**config.mk**
```make
export PLATFORM = sky130hd
export DESIGN_NAME = setpoint_group_selector
export DESIGN_NICKNAME = d
export VERILOG_FILES = /design/src/hdl/group_sel_pkg.sv /design/src/hdl/setpoint_group_selector.sv /design/src/hdl/flash_gen.sv
export SDC_FILE = /design/constraint.sdc
export NUM_CORES = 1
export LEC_CHECK = 0
export ABC_AREA = 1
export BUFFER_PORTS_ARGS = -buffer_cell sky130_fd_sc_hd__buf_2
export CAP_MARGIN = 20
export CORE_ASPECT_RATIO = 0.9
export CORE_MARGIN = 2
export CORE_UTILIZATION = 45
export DETAILED_ROUTE_END_ITERATION = 7
export GPL_ROUTABILITY_DRIVEN = 0
export PLACE_DENSITY_LB_ADDON = 0.25
export SYNTH_ARGS = -nofsm -noshare
export SYNTH_HDL_FRONTEND = slang
export SYNTH_SLANG_ARGS = --single-unit
```
**constraint.sdc**
```tcl
create_clock -name clock_i -period 1.7 [get_ports clock_i]
set_input_delay 0.085 -clock clock_i [delete_from_list [all_inputs] [get_ports clock_i]]
set_output_delay 0.085 -clock clock_i [all_outputs]
set_load 0.005 [all_outputs]
```
**src/hdl/group_sel_pkg.sv**
```systemverilog
// Constants shared by the setpoint group selector and its flasher.
// Assumes a single 10 MHz clock and an asynchronous active-high reset.
package group_sel_pkg;
  localparam int          NUM_GROUPS     = 4;
  localparam int          GROUP_W        = 2;
  localparam int          AUX_W          = 5;        // Aux relays 3 to 7
  localparam logic [1:0]  DEFAULT_GROUP  = 2'h0;     // Group 1
  localparam logic [2:0]  EDIT_FOLLOW    = 3'h4;     // Follow active group
  localparam logic [3:0]  LED_RESET      = 4'h1;
  localparam logic [4:0]  AUX_RESET      = 5'h00;
  // Flash half period of the edit group indicator
  localparam int          CLOCK_HZ       = 10_000_000;
  localparam int          FLASH_HALF_MS  = 250;
  localparam int          FLASH_HALF_CYC = CLOCK_HZ / 1000 * FLASH_HALF_MS;
  localparam int          FLASH_CNT_W    = 22;
endpackage : group_sel_pkg

```
**src/hdl/setpoint_group_selector.sv**
```systemverilog
// Setpoint group selector: picks the active and edit protection groups,
// drives group indicators, aux relay selection and a change event.
// Assumes all pin-level status inputs are asynchronous; settings are
// stable levels from the same clock domain.
//
// Notes on behaviour
// RULE_01: Four setting groups exist; exactly one is active at a time.
// RULE_02: Active group indicator is driven steadily on.
// RULE_03: Edit group indicator flashes when it differs from active group.
// RULE_04: Same active and edit group shows steady on.
// RULE_05: Edit group comes only from the stored setting.
// RULE_06: Group 1 is active by default unless another is requested.
// RULE_07: Active group requested by setting or per-group logic inputs.
// RULE_08: Highest requested group wins; withdrawal falls to next highest.
// RULE_09: A change away from group 1 logs an event.
// RULE_10: Enabled overcurrent pickup inhibit blocks group changes.
// RULE_11: Any element not disabled counts as able to pick up.
// RULE_12: Enabled open-breaker inhibit blocks changes; disabled by default.
// RULE_13: Enabled overvoltage pickup inhibit blocks changes.
// RULE_14: Enabled bus or line undervoltage inhibit blocks changes.
// RULE_15: Enabled underfrequency inhibit blocks changes.
// RULE_16: Edit setting offers groups 1 to 4 or follow, default follow.
// RULE_17: Each group holds its own aux relay 3 to 7 selection.
// RULE_18: Hold group while inhibited, apply request once inhibits clear.
`timescale 1ns/100ps
module setpoint_group_selector (
  input  wire logic        clock_i,
  input  wire logic        rst_i,
  // Stored settings (same clock domain)
  input  wire logic [1:0]  active_setting_i,
  input  wire logic [2:0]  edit_setting_i,
  input  wire logic        open_breaker_block_i,
  input  wire logic        overcurrent_change_block_i,
  input  wire logic        overvoltage_change_block_i,
  input  wire logic        undervoltage_change_block_i,
  input  wire logic        underfrequency_change_block_i,
  input  wire logic [4:0]  aux_sel_g1_i,
  input  wire logic [4:0]  aux_sel_g2_i,
  input  wire logic [4:0]  aux_sel_g3_i,
  input  wire logic [4:0]  aux_sel_g4_i,
  // Asynchronous pin-level inputs
  input  wire logic [3:0]  group_req_i,
  input  wire logic        breaker_open_i,
  input  wire logic        oc_pickup_i,
  input  wire logic        ov_pickup_i,
  input  wire logic        uv_pickup_i,
  input  wire logic        uf_pickup_i,
  // Results
  output logic [1:0]       active_group_o,
  output logic [1:0]       edit_group_o,
  output logic [3:0]       group_led_o,
  output logic [4:0]       aux_sel_o,
  output logic             group_event_o,
  output logic             inhibited_o
);

  localparam int NSYNC = 9;

  // Two-stage synchronisers for all pin-level inputs
  logic [NSYNC-1:0] pins_async;
  logic [NSYNC-1:0] sync1_reg;
  logic [NSYNC-1:0] sync2_reg;

  assign pins_async = {group_req_i, breaker_open_i, oc_pickup_i,
                       ov_pickup_i, uv_pickup_i, uf_pickup_i};

  always_ff @(posedge clock_i or posedge rst_i) begin
    if (rst_i) begin
      sync1_reg <= '0;
      sync2_reg <= '0;
    end else begin
      sync1_reg <= pins_async;
      sync2_reg <= sync1_reg;
    end
  end

  logic [3:0] req_s;
  logic       brk_open_s;
  logic       oc_s;
  logic       ov_s;
  logic       uv_s;
  logic       uf_s;

  assign req_s      = sync2_reg[8:5];
  assign brk_open_s = sync2_reg[4];
  assign oc_s       = sync2_reg[3];
  assign ov_s       = sync2_reg[2];
  assign uv_s       = sync2_reg[1];
  assign uf_s       = sync2_reg[0];

  // Merge setting and input requests; one bit per group 1 to 4, several may be set
  logic [3:0] req_all;
  logic [3:0] set_onehot;

  assign set_onehot = 4'h1 << active_setting_i;               // [RULE_07]
  assign req_all    = req_s | set_onehot;                     // [RULE_07]

  // Highest-numbered request wins; setting always gives one request
  logic [1:0] requested;

  always_comb begin
    requested = group_sel_pkg::DEFAULT_GROUP;                 // [RULE_06]
    for (int i = 0; i < group_sel_pkg::NUM_GROUPS; i++) begin
      if (req_all[i]) begin
        requested = 2'(i);                                    // [RULE_08]
      end
    end
  end

  // Pickup inputs are ORs of every element whose function is not
  // disabled, so non-tripping elements inhibit too.
  logic inhibit;

  assign inhibit = (open_breaker_block_i        & brk_open_s)  // [RULE_12]
                 | (overcurrent_change_block_i  & oc_s)  // [RULE_10] [RULE_11]
                 | (overvoltage_change_block_i  & ov_s)        // [RULE_13]
                 | (undervoltage_change_block_i & uv_s)        // [RULE_14]
                 | (underfrequency_change_block_i & uf_s);     // [RULE_15]

  // Active group register; holds while any enabled inhibit is true
  logic [1:0] active_reg;
  logic [1:0] active_next;

  assign active_next = inhibit ? active_reg : requested;      // [RULE_18]

  always_ff @(posedge clock_i or posedge rst_i) begin
    if (rst_i) begin
      active_reg <= group_sel_pkg::DEFAULT_GROUP;             // [RULE_06]
    end else begin
      active_reg <= active_next;                              // [RULE_01]
    end
  end

  // Edit group comes from the setting only; follow tracks the active group
  logic [1:0] edit_next;

  always_comb begin
    if (edit_setting_i >= group_sel_pkg::EDIT_FOLLOW) begin
      edit_next = active_next;                                // [RULE_16]
    end else begin
      edit_next = edit_setting_i[1:0];                        // [RULE_05]
    end
  end

  // Indicator flash source
  logic flash;

  flash_gen u_flash_gen (
    .clock_i (clock_i),
    .rst_i   (rst_i),
    .flash_o (flash)
  );

  // Indicator pattern per group; steady wins when edit equals active
  logic [3:0] led_next;

  generate
    for (genvar g = 0; g < group_sel_pkg::NUM_GROUPS; g++) begin : g_led
      always_comb begin
        if (active_next == 2'(g)) begin
          led_next[g] = 1'b1;  // [RULE_02] [RULE_04]
        end else if (edit_next == 2'(g)) begin
          led_next[g] = flash;                                // [RULE_03]
        end else begin
          led_next[g] = 1'b0;
        end
      end
    end
  endgenerate

  // Per-group aux relay selection, chosen by the active group
  logic [4:0] aux_next;

  always_comb begin
    case (active_next)
      2'h0:    aux_next = aux_sel_g1_i;                       // [RULE_17]
      2'h1:    aux_next = aux_sel_g2_i;                       // [RULE_17]
      2'h2:    aux_next = aux_sel_g3_i;                       // [RULE_17]
      2'h3:    aux_next = aux_sel_g4_i;                       // [RULE_17]
      default: aux_next = aux_sel_g1_i;
    endcase
  end

  // Registered outputs, all aligned with the active group register
  always_ff @(posedge clock_i or posedge rst_i) begin
    if (rst_i) begin
      active_group_o <= group_sel_pkg::DEFAULT_GROUP;
      edit_group_o   <= group_sel_pkg::DEFAULT_GROUP;
      group_led_o    <= group_sel_pkg::LED_RESET;
      aux_sel_o      <= group_sel_pkg::AUX_RESET;
      inhibited_o    <= 1'b0;
    end else begin
      active_group_o <= active_next;
      edit_group_o   <= edit_next;
      group_led_o    <= led_next;
      aux_sel_o      <= aux_next;
      inhibited_o    <= inhibit;
    end
  end

  // Departure from group 1, judged on the edge that moves the group
  logic leave_default;

  assign leave_default = (active_reg == group_sel_pkg::DEFAULT_GROUP) &&
                         (active_next != group_sel_pkg::DEFAULT_GROUP);

  // Event pulse on a change away from group 1; a change back to group 1
  // is not logged, so the recorder sees only departures.
  always_ff @(posedge clock_i or posedge rst_i) begin
    if (rst_i) begin
      group_event_o <= 1'b0;
    end else begin
      group_event_o <= leave_default;                           // [RULE_09]
    end
  end
endmodule : setpoint_group_selector

```
**src/hdl/flash_gen.sv**
```systemverilog
// Free-running square wave for the flashing edit-group indicator.
// Assumes the half period fits in the counter width.
`timescale 1ns/100ps
module flash_gen #(
  parameter int HALF_CYC = group_sel_pkg::FLASH_HALF_CYC
) (
  input  wire logic clock_i,
  input  wire logic rst_i,
  output logic      flash_o
);
  logic [group_sel_pkg::FLASH_CNT_W-1:0] cnt_reg;

  // Toggle the phase every half period
  always_ff @(posedge clock_i or posedge rst_i) begin
    if (rst_i) begin
      cnt_reg <= '0;
      flash_o <= 1'b0;
    end else if (cnt_reg ==
                 group_sel_pkg::FLASH_CNT_W'(HALF_CYC - 1)) begin
      cnt_reg <= '0;
      flash_o <= ~flash_o;
    end else begin
      cnt_reg <= cnt_reg + 1'b1;
    end
  end
endmodule : flash_gen

```
# Word level (Yosys, flattened, before mapping)
# Index checks and enable logic that the tools add are counted.
[totals]
ff_bits = 56
in_bits = 41
output_inout_bits = 15
[op_classes]
addsub = 1
magnitude_cmp = 1
n_eq_ne = 7
shifts = 1
mux = 15
bitwise_logic = 11
reduce_logical = 5
[ops]
columns = ["cell", "n"]
rows = [
  ["adder 22 x 1 -> 22 bit (second input constant)", 1],
  ["== test 22 bit (second input constant)", 1],
  ["2-to-1 mux 22 bit", 1],
  ["case mux 5 bit (4 select lines)", 1],
  ["2-to-1 mux 1 bit", 9],
  ["== test 2 bit (second input constant)", 4],
  ["2-to-1 mux 2 bit", 4],
  ["logical NOT 2 bit", 3],
  ["AND 1 bit", 5],
  ["== test 2 x 1 -> 1 bit (second input constant)", 2],
  ["OR 1 bit", 4],
  ["OR 4 bit", 1],
  ["left shift 1 x 2 -> 4 bit (first input constant)", 1],
  [">= comparator 3 bit (second input constant)", 1],
  ["nonzero test 2 bit", 1],
  ["logical AND 1 bit", 1],
  ["NOT 1 bit", 1],
]

# Logic depth before layout (Yosys ltp)
# Gate-level depths: netlist of the first run.
[logic_depth]
depth_word = 10
depth_mapped = 11
mapped_depth_nobuf = 11

# Hierarchy
# From an unflattened synthesis of the first run, not the netlist that was laid out.
[hier_totals]
hier_cells = 307
area_unflattened_um2 = 2708.8
[modules_own_cells]
columns = ["mod", "n_inst", "cells_each", "area_per_inst_um2", "seq_area_each_um2"]
rows = [
  ["flash_gen", 1, 185, 1387.6, 575.6],
  ["setpoint_group_selector", 1, 122, 1321.3, 777.0],
]

# Worst setup path before layout of the first run
# OpenSTA, ideal clock, no wires.
[synth_timing]
kind = "flip-flop to flip-flop"
from = "register u_flash_gen.cnt_reg[0] in the netlist's numbering"
to = "register u_flash_gen.cnt_reg[9] in the netlist's numbering"
arrival_ps = 1356
t_required_ps = 1580
setup_slack_ps = 224
path_stages_with_launch = 9
n_path_buf = 0
cell_sequence = "dfrtp_1 > ha_1 > nand2_1 > nor2_2 > inv_1 > nor2_1 > nand4_4 > o211ai_1 > inv_1"
[synth_via]
elab_chain_len = 2
word_cells_on_any_way = 3
classes_between = "add/sub: 1; eq/ne: 1; mux: 1"
[synth_rtl]
columns = ["element", "line_no", "rtl"]
rows = [
  ["start, declared", "flash_gen.sv:11", "logic [group_sel_pkg::FLASH_CNT_W-1:0] cnt_reg;"],
  ["start signal, assigned", "flash_gen.sv:23", "cnt_reg <= cnt_reg + 1'b1;"],
  ["adder 22 x 1 -> 22 bit / == test 22 bit (equally long branches)", "flash_gen.sv:23, flash_gen.sv:18", ""],
  ["2-to-1 mux 22 bit (*)", "flash_gen.sv:18", "end else if (cnt_reg =="],
]
# Every way passes the cells marked *; elsewhere a longest branch is shown, timed or not.
# A chain may end at the register's enable or synchronous reset.

# Final worst setup path of the first run
[layout_timing]
from = "register u_flash_gen.cnt_reg[14] in the netlist's numbering"
to = "register u_flash_gen.cnt_reg[8] in the netlist's numbering"
[layout_via]
elab_chain_len = 2
[layout_rtl]
columns = ["element", "line_no"]
rows = [
  ["== test 22 bit", "flash_gen.sv:18"],
  ["2-to-1 mux 22 bit", "flash_gen.sv:18"],
]
# No other way between the ends.

==> flow_metrics.env, run 1 <==
export IMPL_cts_tree="done"
export IMPL_clockPowerShare_pct=28.7
export IMPL_synth_seq_cells=54
export IMPL_grt_pass1_vias=2032
export IMPL_port_buffer_count=54
export IMPL_fin_crit_sh_pct=92.6
export IMPL_tightestPinTransition_ps=431
export IMPL_period_minus_slack_ps=1570
export IMPL_core_area_sq_um=5320
export IMPL_vdd_drop_max_uv=632
export IMPL_vias=2103
export IMPL_final_cell_mix="nand2_1 (68), buf_2 (54), dfrtp_1 (53)"
export IMPL_clk_pin_slew_ps=110
export IMPL_post_drt_wl_per_cell_um=11.8
export IMPL_drc_errors=0
export IMPL_r2r_cells=5
export IMPL_antenna_found_initial=0
export IMPL_cts_path_max_buffers=2
export IMPL_avgSynthCellArea_sq_um=8.62
export IMPL_grt_usage_pct=18.4
export IMPL_drtIter0Drc=135
export IMPL_hold_viol=0
export IMPL_numClockSinks=54
export IMPL_diodes=0
export IMPL_initial_utilization_pct=47.0
export IMPL_nets=412
export IMPL_maxCapViolCount=0
export IMPL_overflow=0
export IMPL_antenna_left=0
export IMPL_die_area_sq_um=6170
export IMPL_grt_pass1_wl_mm=8.75
export IMPL_insertion_delay_ps=310
export IMPL_via_per_inst=4.80
export IMPL_power_internal_mw=1.89
export IMPL_synth_area_sq_um=2500
export IMPL_reg2reg_to="u_flash_gen.cnt_reg[8]$_DFF_PP0_"
export IMPL_yosys_warnings=0
export IMPL_synth_top_area_cell="dfrtp_1"
export IMPL_critical_path_endpoint="u_flash_gen.cnt_reg[8]$_DFF_PP0_"
export IMPL_routed_wirelength_mm=5.19
export IMPL_rsz0062_at_grt="false"
export IMPL_fin_setup_tns_ps=0
export IMPL_endpoint_kind="flop"
export IMPL_grt_max_degree=55
export IMPL_synth_nets=332
export IMPL_slew_headroom_pct=71.1
export IMPL_p_sw_share_pct=27.3
export IMPL_numCtsBuffers=5
export IMPL_clock_skew_ps=11.1
export IMPL_finalSetupViolations=0
export IMPL_final_setup_worst_slack_ps=126
export IMPL_power_leakage_nw=1.65
export IMPL_largest_reg_flops=22
export IMPL_hold_slack_ps=25.4
export IMPL_synth_area_leaders="dfrtp_1 (53%), nand2_1 (10%), nand3_1 (7.4%)"
export IMPL_pre_cts_slack_ps=154
export IMPL_slew_viol_final=0
export IMPL_post_cts_buffers=0
export IMPL_rows=25
export IMPL_yosysTopAreaCellShare_pct=53.1
export IMPL_syn_inst=290
export IMPL_die_w_um=82.6
export IMPL_reg2reg_slack_ps=130
export IMPL_cts_root_buffer="clkbuf_8"
export IMPL_drive_gt1_share_pct=24.3
export IMPL_power_density_nw_per_um2=815
export IMPL_cp_arrival_ps=1770
export IMPL_drt_pass1_iterations=5
export IMPL_required_ps=1900
export IMPL_seqPwrFrac_pct=54.4
export IMPL_status="complete, no violations"
export IMPL_hold_class="in2reg"
export IMPL_cts_htree_levels=2
export IMPL_n_fill_cell=480
export IMPL_io_pins=56
export IMPL_reg2reg_from="u_flash_gen.cnt_reg[14]$_DFF_PP0_"
export IMPL_critPathKind="reg2reg"
export IMPL_power_switching_mw=0.708
export IMPL_synth_distinct_cells=30
export IMPL_p_comb_share_pct=16.8
export IMPL_crit_start="u_flash_gen.cnt_reg[14]$_DFF_PP0_"
export IMPL_dp_hpwl_mm=3.67
export IMPL_path_max_fanout=5
export IMPL_cp_start_kind="flop"
export IMPL_layout_commonest_cell="nand2_1"
export IMPL_fmax_mhz=635
export IMPL_chipHeight_um=74.7
export IMPL_area_delta_synth_final_pct=27.4
export IMPL_ys_seq_area_share_pct=54.1
## how the worst min path moves through the flow
stage / from / endpoint / slack [ps] / depth (start not counted)
5_1_grt: aux_sel_g4_i[4] / aux_sel_o[4]$_DFF_PP0_ / 50 / 3
2_1_floorplan: uf_pickup_i / sync1_reg[0]$_DFF_PP0_ / 120 / 0
6_report: aux_sel_g1_i[4] / aux_sel_o[4]$_DFF_PP0_ / 30 / 3
3_3_place_gp: rst_i / sync1_reg[3]$_DFF_PP0_ / 150 / 3
3_5_place_dp: rst_i / sync1_reg[3]$_DFF_PP0_ / 150 / 3
4_1_cts: aux_sel_g1_i[4] / aux_sel_o[4]$_DFF_PP0_ / 20 / 3
## critical path, stage by stage (launching register included)
cell,delay (ps)
dfrtp_1,440
or2_2,310
nor3_2,330
nand4_4,200
o21ai_0,130
a21oi_1,60
## routing by layer
| metal | vias to the layer above | part of all wire [%] | GRT usage (%) | wire, um |
|---|---|---|---|---|
| met5 | - | 0 | 0 | 0 |
| met2 | 61 | 47 | 31.2 | 2420 |
| met3 | 5 | 5.1 | 3.36 | 265 |
| met1 | 946 | 47 | 24.5 | 2440 |
| li1 | 1091 | - | - | - |
| met4 | 0 | 1.1 | 4.92 | 55 |
## cell type report
cell class	count	area, sq um	area share [%]
tap	67	83.8	2.63
clock buffer	5	68.8	2.16
multi-input combinational	192	1010	31.7
timing repair buffer	75	488	15.3
clock inverter	3	26.3	0.825
inverter	42	158	4.95
sequential	54	1350	42.5
## synth_stat cells (all sizes together)
cell type	count
nand2	71
nor3	12
o21ai	7
dfrtp	53
o21bai	3
nor2	24
or2	3
nor3b	3
xor2	8
nor4	4
a21oi	5
inv	42
nand4	8
nand3b	1
xnor2	2
buf	3
ha	1
nand3	37
dfstp	1
o211ai	1
and2	1
## cell families after synthesis
family	share of synthesized area, %
simple gates	31.3
flops	54.1
buf+inv	7.01
compound gates	3.60
xor+xnor	3.50
fa+ha+maj	0.500
## metrics by stage
step           utilization [%]  area (sq um)  std cells  total power [mW]
3_3_place_gp              54.8          2910        415              1.84
4_1_cts                   59.2          3150        437              2.63
3_5_place_dp              54.8          2910        415              1.86
6_report                  59.9          3190        438              2.60
2_1_floorplan                -          2500        290              1.65
5_1_grt                   59.9          3190        438              2.74
## repair_timing
action                                  CTS  global route
hold buffers                             14             0
endpoints found under the setup margin    0            14
endpoints found under the hold margin    66             0
resized for setup                         0             5
## power by group through the flow
stage / clock [mW] / combinational [mW] / sequential (mW)
after floorplan: 0 / 0.200 / 1.45
after global placement: 0 / 0.406 / 1.44
after detailed placement: 0 / 0.415 / 1.44
after CTS: 0.775 / 0.441 / 1.42
after global routing: 0.819 / 0.494 / 1.43
final: 0.746 / 0.437 / 1.41
Note: power is estimated with default switching activity, not from simulation.
==> inputs of run 2 (changes only) <==
--- a/config.mk
+++ b/config.mk
@@ -12,8 +12,7 @@
 export CORE_MARGIN = 2
 export CORE_UTILIZATION = 45
 export DETAILED_ROUTE_END_ITERATION = 7
-export GPL_ROUTABILITY_DRIVEN = 0
-export PLACE_DENSITY_LB_ADDON = 0.25
+export PLACE_DENSITY_LB_ADDON = 0.08
 export SYNTH_ARGS = -nofsm -noshare
 export SYNTH_HDL_FRONTEND = slang
 export SYNTH_SLANG_ARGS = --single-unit
==> run 2 against run 1 <==
  * Register-to-register slack is essentially flat
  * Wire length shrank 1.9%
  * Via count grew 0.62%
  * Highest routed layer unchanged
  * Final area shrank 0.39%
  * Non-clock buffer count grew 2
  * Maximum frequency grew 0.93%
  * Sequential cell count is the same
  * Sequential share of layout area grew 0.17 points
  * Clock skew shrank 5.8 ps
  * Utilization shrank 0.24 points
  * First-iteration DRC count shrank 16%
  * Critical path depth grew 2
==> flow_metrics.env, run 2 (synthesis gave the netlist of run 1 again) <==
export IMPL_gp_congestion=0.888
export IMPL_tightestPinTransition_ps=499
export IMPL_fin_setup_tns_ps=0
export IMPL_io_pins=56
export IMPL_layout_commonest_cell="nand2_1"
export IMPL_endpoint_kind="flop"
export IMPL_p_sw_share_pct=27.2
export IMPL_dp_hpwl_mm=3.79
export IMPL_nets=414
export IMPL_routedLengthMet1_mm=2.51
export IMPL_grt_pass1_wl_mm=8.85
export IMPL_cts_path_max_buffers=2
export IMPL_drt_pass1_iterations=4
export IMPL_p_comb_share_pct=16.4
export IMPL_clockPowerShare_pct=28.8
export IMPL_insertion_delay_ps=310
export IMPL_overflow=0
export IMPL_core_area_sq_um=5320
export IMPL_drive_gt1_share_pct=24.4
export IMPL_seqPwrFrac_pct=54.9
export IMPL_power_internal_mw=1.87
export IMPL_path_max_fanout=5
export IMPL_vdd_drop_max_uv=645
export IMPL_post_drt_wl_per_cell_um=11.6
export IMPL_clk_pin_slew_ps=100
export IMPL_period_minus_slack_ps=1560
export IMPL_numClockSinks=54
export IMPL_die_w_um=82.6
export IMPL_largest_reg_flops=22
export IMPL_required_ps=1900
export IMPL_power_switching_mw=0.700
export IMPL_dr_max_layer_used="met4"
export IMPL_drtIter0Drc=113
export IMPL_antenna_left=0
export IMPL_hold_viol=0
export IMPL_port_buffer_count=54
export IMPL_cts_tree="done"
export IMPL_die_area_sq_um=6170
export IMPL_wl_met3_um=300
export IMPL_power_leakage_nw=1.64
export IMPL_cp_arrival_ps=1760
export IMPL_cts_root_buffer="clkbuf_8"
export IMPL_initial_utilization_pct=47.0
export IMPL_power_density_nw_per_um2=810
export IMPL_antenna_found_initial=0
export IMPL_hold_slack_ps=18.0
export IMPL_critPathKind="reg2reg"
export IMPL_hold_class="in2reg"
export IMPL_hp_start="aux_sel_g4_i[0]"
export IMPL_rows=25
export IMPL_reg2reg_from="u_flash_gen.cnt_reg[0]$_DFF_PP0_"
export IMPL_cp_start_kind="flop"
export IMPL_post_cts_buffers=0
export IMPL_slew_viol_final=0
export IMPL_n_fill_cell=490
export IMPL_wl_met2_mm=2.22
export IMPL_crit_start="u_flash_gen.cnt_reg[0]$_DFF_PP0_"
export IMPL_cts_htree_levels=2
export IMPL_area_delta_synth_final_pct=26.9
export IMPL_placed_cell_area_sq_um=2920
export IMPL_fin_crit_sh_pct=91.7
export IMPL_grt_max_degree=55
export IMPL_finalSetupViolations=0
export IMPL_grt_usage_pct=18.8
export IMPL_vias=2116
export IMPL_diodes=0
export IMPL_maxCapViolCount=0
export IMPL_rsz0062_at_grt="false"
export IMPL_status="complete, no violations"
export IMPL_numCtsBuffers=5
export IMPL_via_per_inst=4.81
export IMPL_grt_pass1_vias=2008
export IMPL_final_cell_mix="nand2_1 (67), buf_2 (54), dfrtp_1 (53)"
export IMPL_post_route_cell_area_sq_um=3170
export IMPL_chipHeight_um=74.7
export IMPL_drc_errors=0
export IMPL_fmax_mhz=641
export IMPL_clock_skew_ps=5.34
export IMPL_slew_headroom_pct=66.5
export IMPL_routed_wirelength_mm=5.09
==> run 2: changes by cell type in the layout (fill, tap and decap cells not counted), sizes merged <==
cell / previous run / this run
inv: 44 / 43
clkinvlp: 0 / 1
buf: 61 / 63
==> run 2: final cells by class <==
type | count | area [sq um] | share of cell area, %
clock buffer | 5 | 68.8 | 2.17
clock inverter | 3 | 25.0 | 0.789
inverter | 42 | 158 | 4.97
multi-input combinational | 192 | 995 | 31.3
sequential | 54 | 1350 | 42.6
tap | 67 | 83.8 | 2.64
timing repair buffer | 77 | 490 | 15.5
==> run 2: critical path, cell delays in order (launching register included) <==
cell and delay, ps:
dfrtp_1 380, ha_1 180, nand2_1 90, nor2_2 160
inv_1 100, nor2_4 160, nand4_2 200, xnor2_1 200
==> run 2: what timing repair did <==
action | CTS | global route
hold buffers | 14 | 0
hold endpoints to repair | 66 | 0
setup endpoints to repair | 0 | 23
resized for setup | 0 | 3
==> run 2: through the flow <==
stage / total power [mW] / setup slack, ps / utilization (%) / cells
5_1_grt: 2.72 / 12.5 / 59.7 / 440
3_5_place_dp: 1.84 / 45.9 / 54.8 / 417
2_1_floorplan: 1.65 / 224 / - / 290
3_3_place_gp: 1.83 / 107 / 54.8 / 417
6_report: 2.57 / 140 / 59.7 / 440
4_1_cts: 2.61 / 34.5 / 59.2 / 439
==> run 2: power groups by stage <==
| stage | Combinational (mW) | Sequential (mW) | Clock [mW] |
|---|---|---|---|
| floorplan | 0.200 | 1.45 | 0 |
| global placement | 0.396 | 1.44 | 0 |
| detailed placement | 0.404 | 1.44 | 0 |
| CTS | 0.430 | 1.41 | 0.766 |
| global route | 0.480 | 1.42 | 0.819 |
| finish | 0.420 | 1.41 | 0.739 |
==> run 2: per-layer routing <==
| metal | track usage [%] | vias to the layer above |
|---|---|---|
| met5 | 0 | - |
| met4 | 5.46 | 0 |
| met3 | 4.08 | 5 |
| met2 | 29.6 | 50 |
| met1 | 26.3 | 962 |
| li1 | - | 1099 |
==> run 2: path summary, 6_finish.rpt <==
kind / end / slack [ps] / cells after the start
worst max-delay path: u_flash_gen.flash_o$_DFFE_PP0N_ / 140 / 7
min in group asynchronous: sync1_reg[4]$_DFF_PP0_ / 360 / 4
max in group asynchronous: group_led_o[0]$_DFF_PP1_ / 1050 / 4
worst max register to register: u_flash_gen.flash_o$_DFFE_PP0N_ / 140 / 7
worst min-delay path: aux_sel_o[0]$_DFF_PP0_ / 20 / 3
worst min register to register: sync2_reg[0]$_DFF_PP0_ / 360 / 0
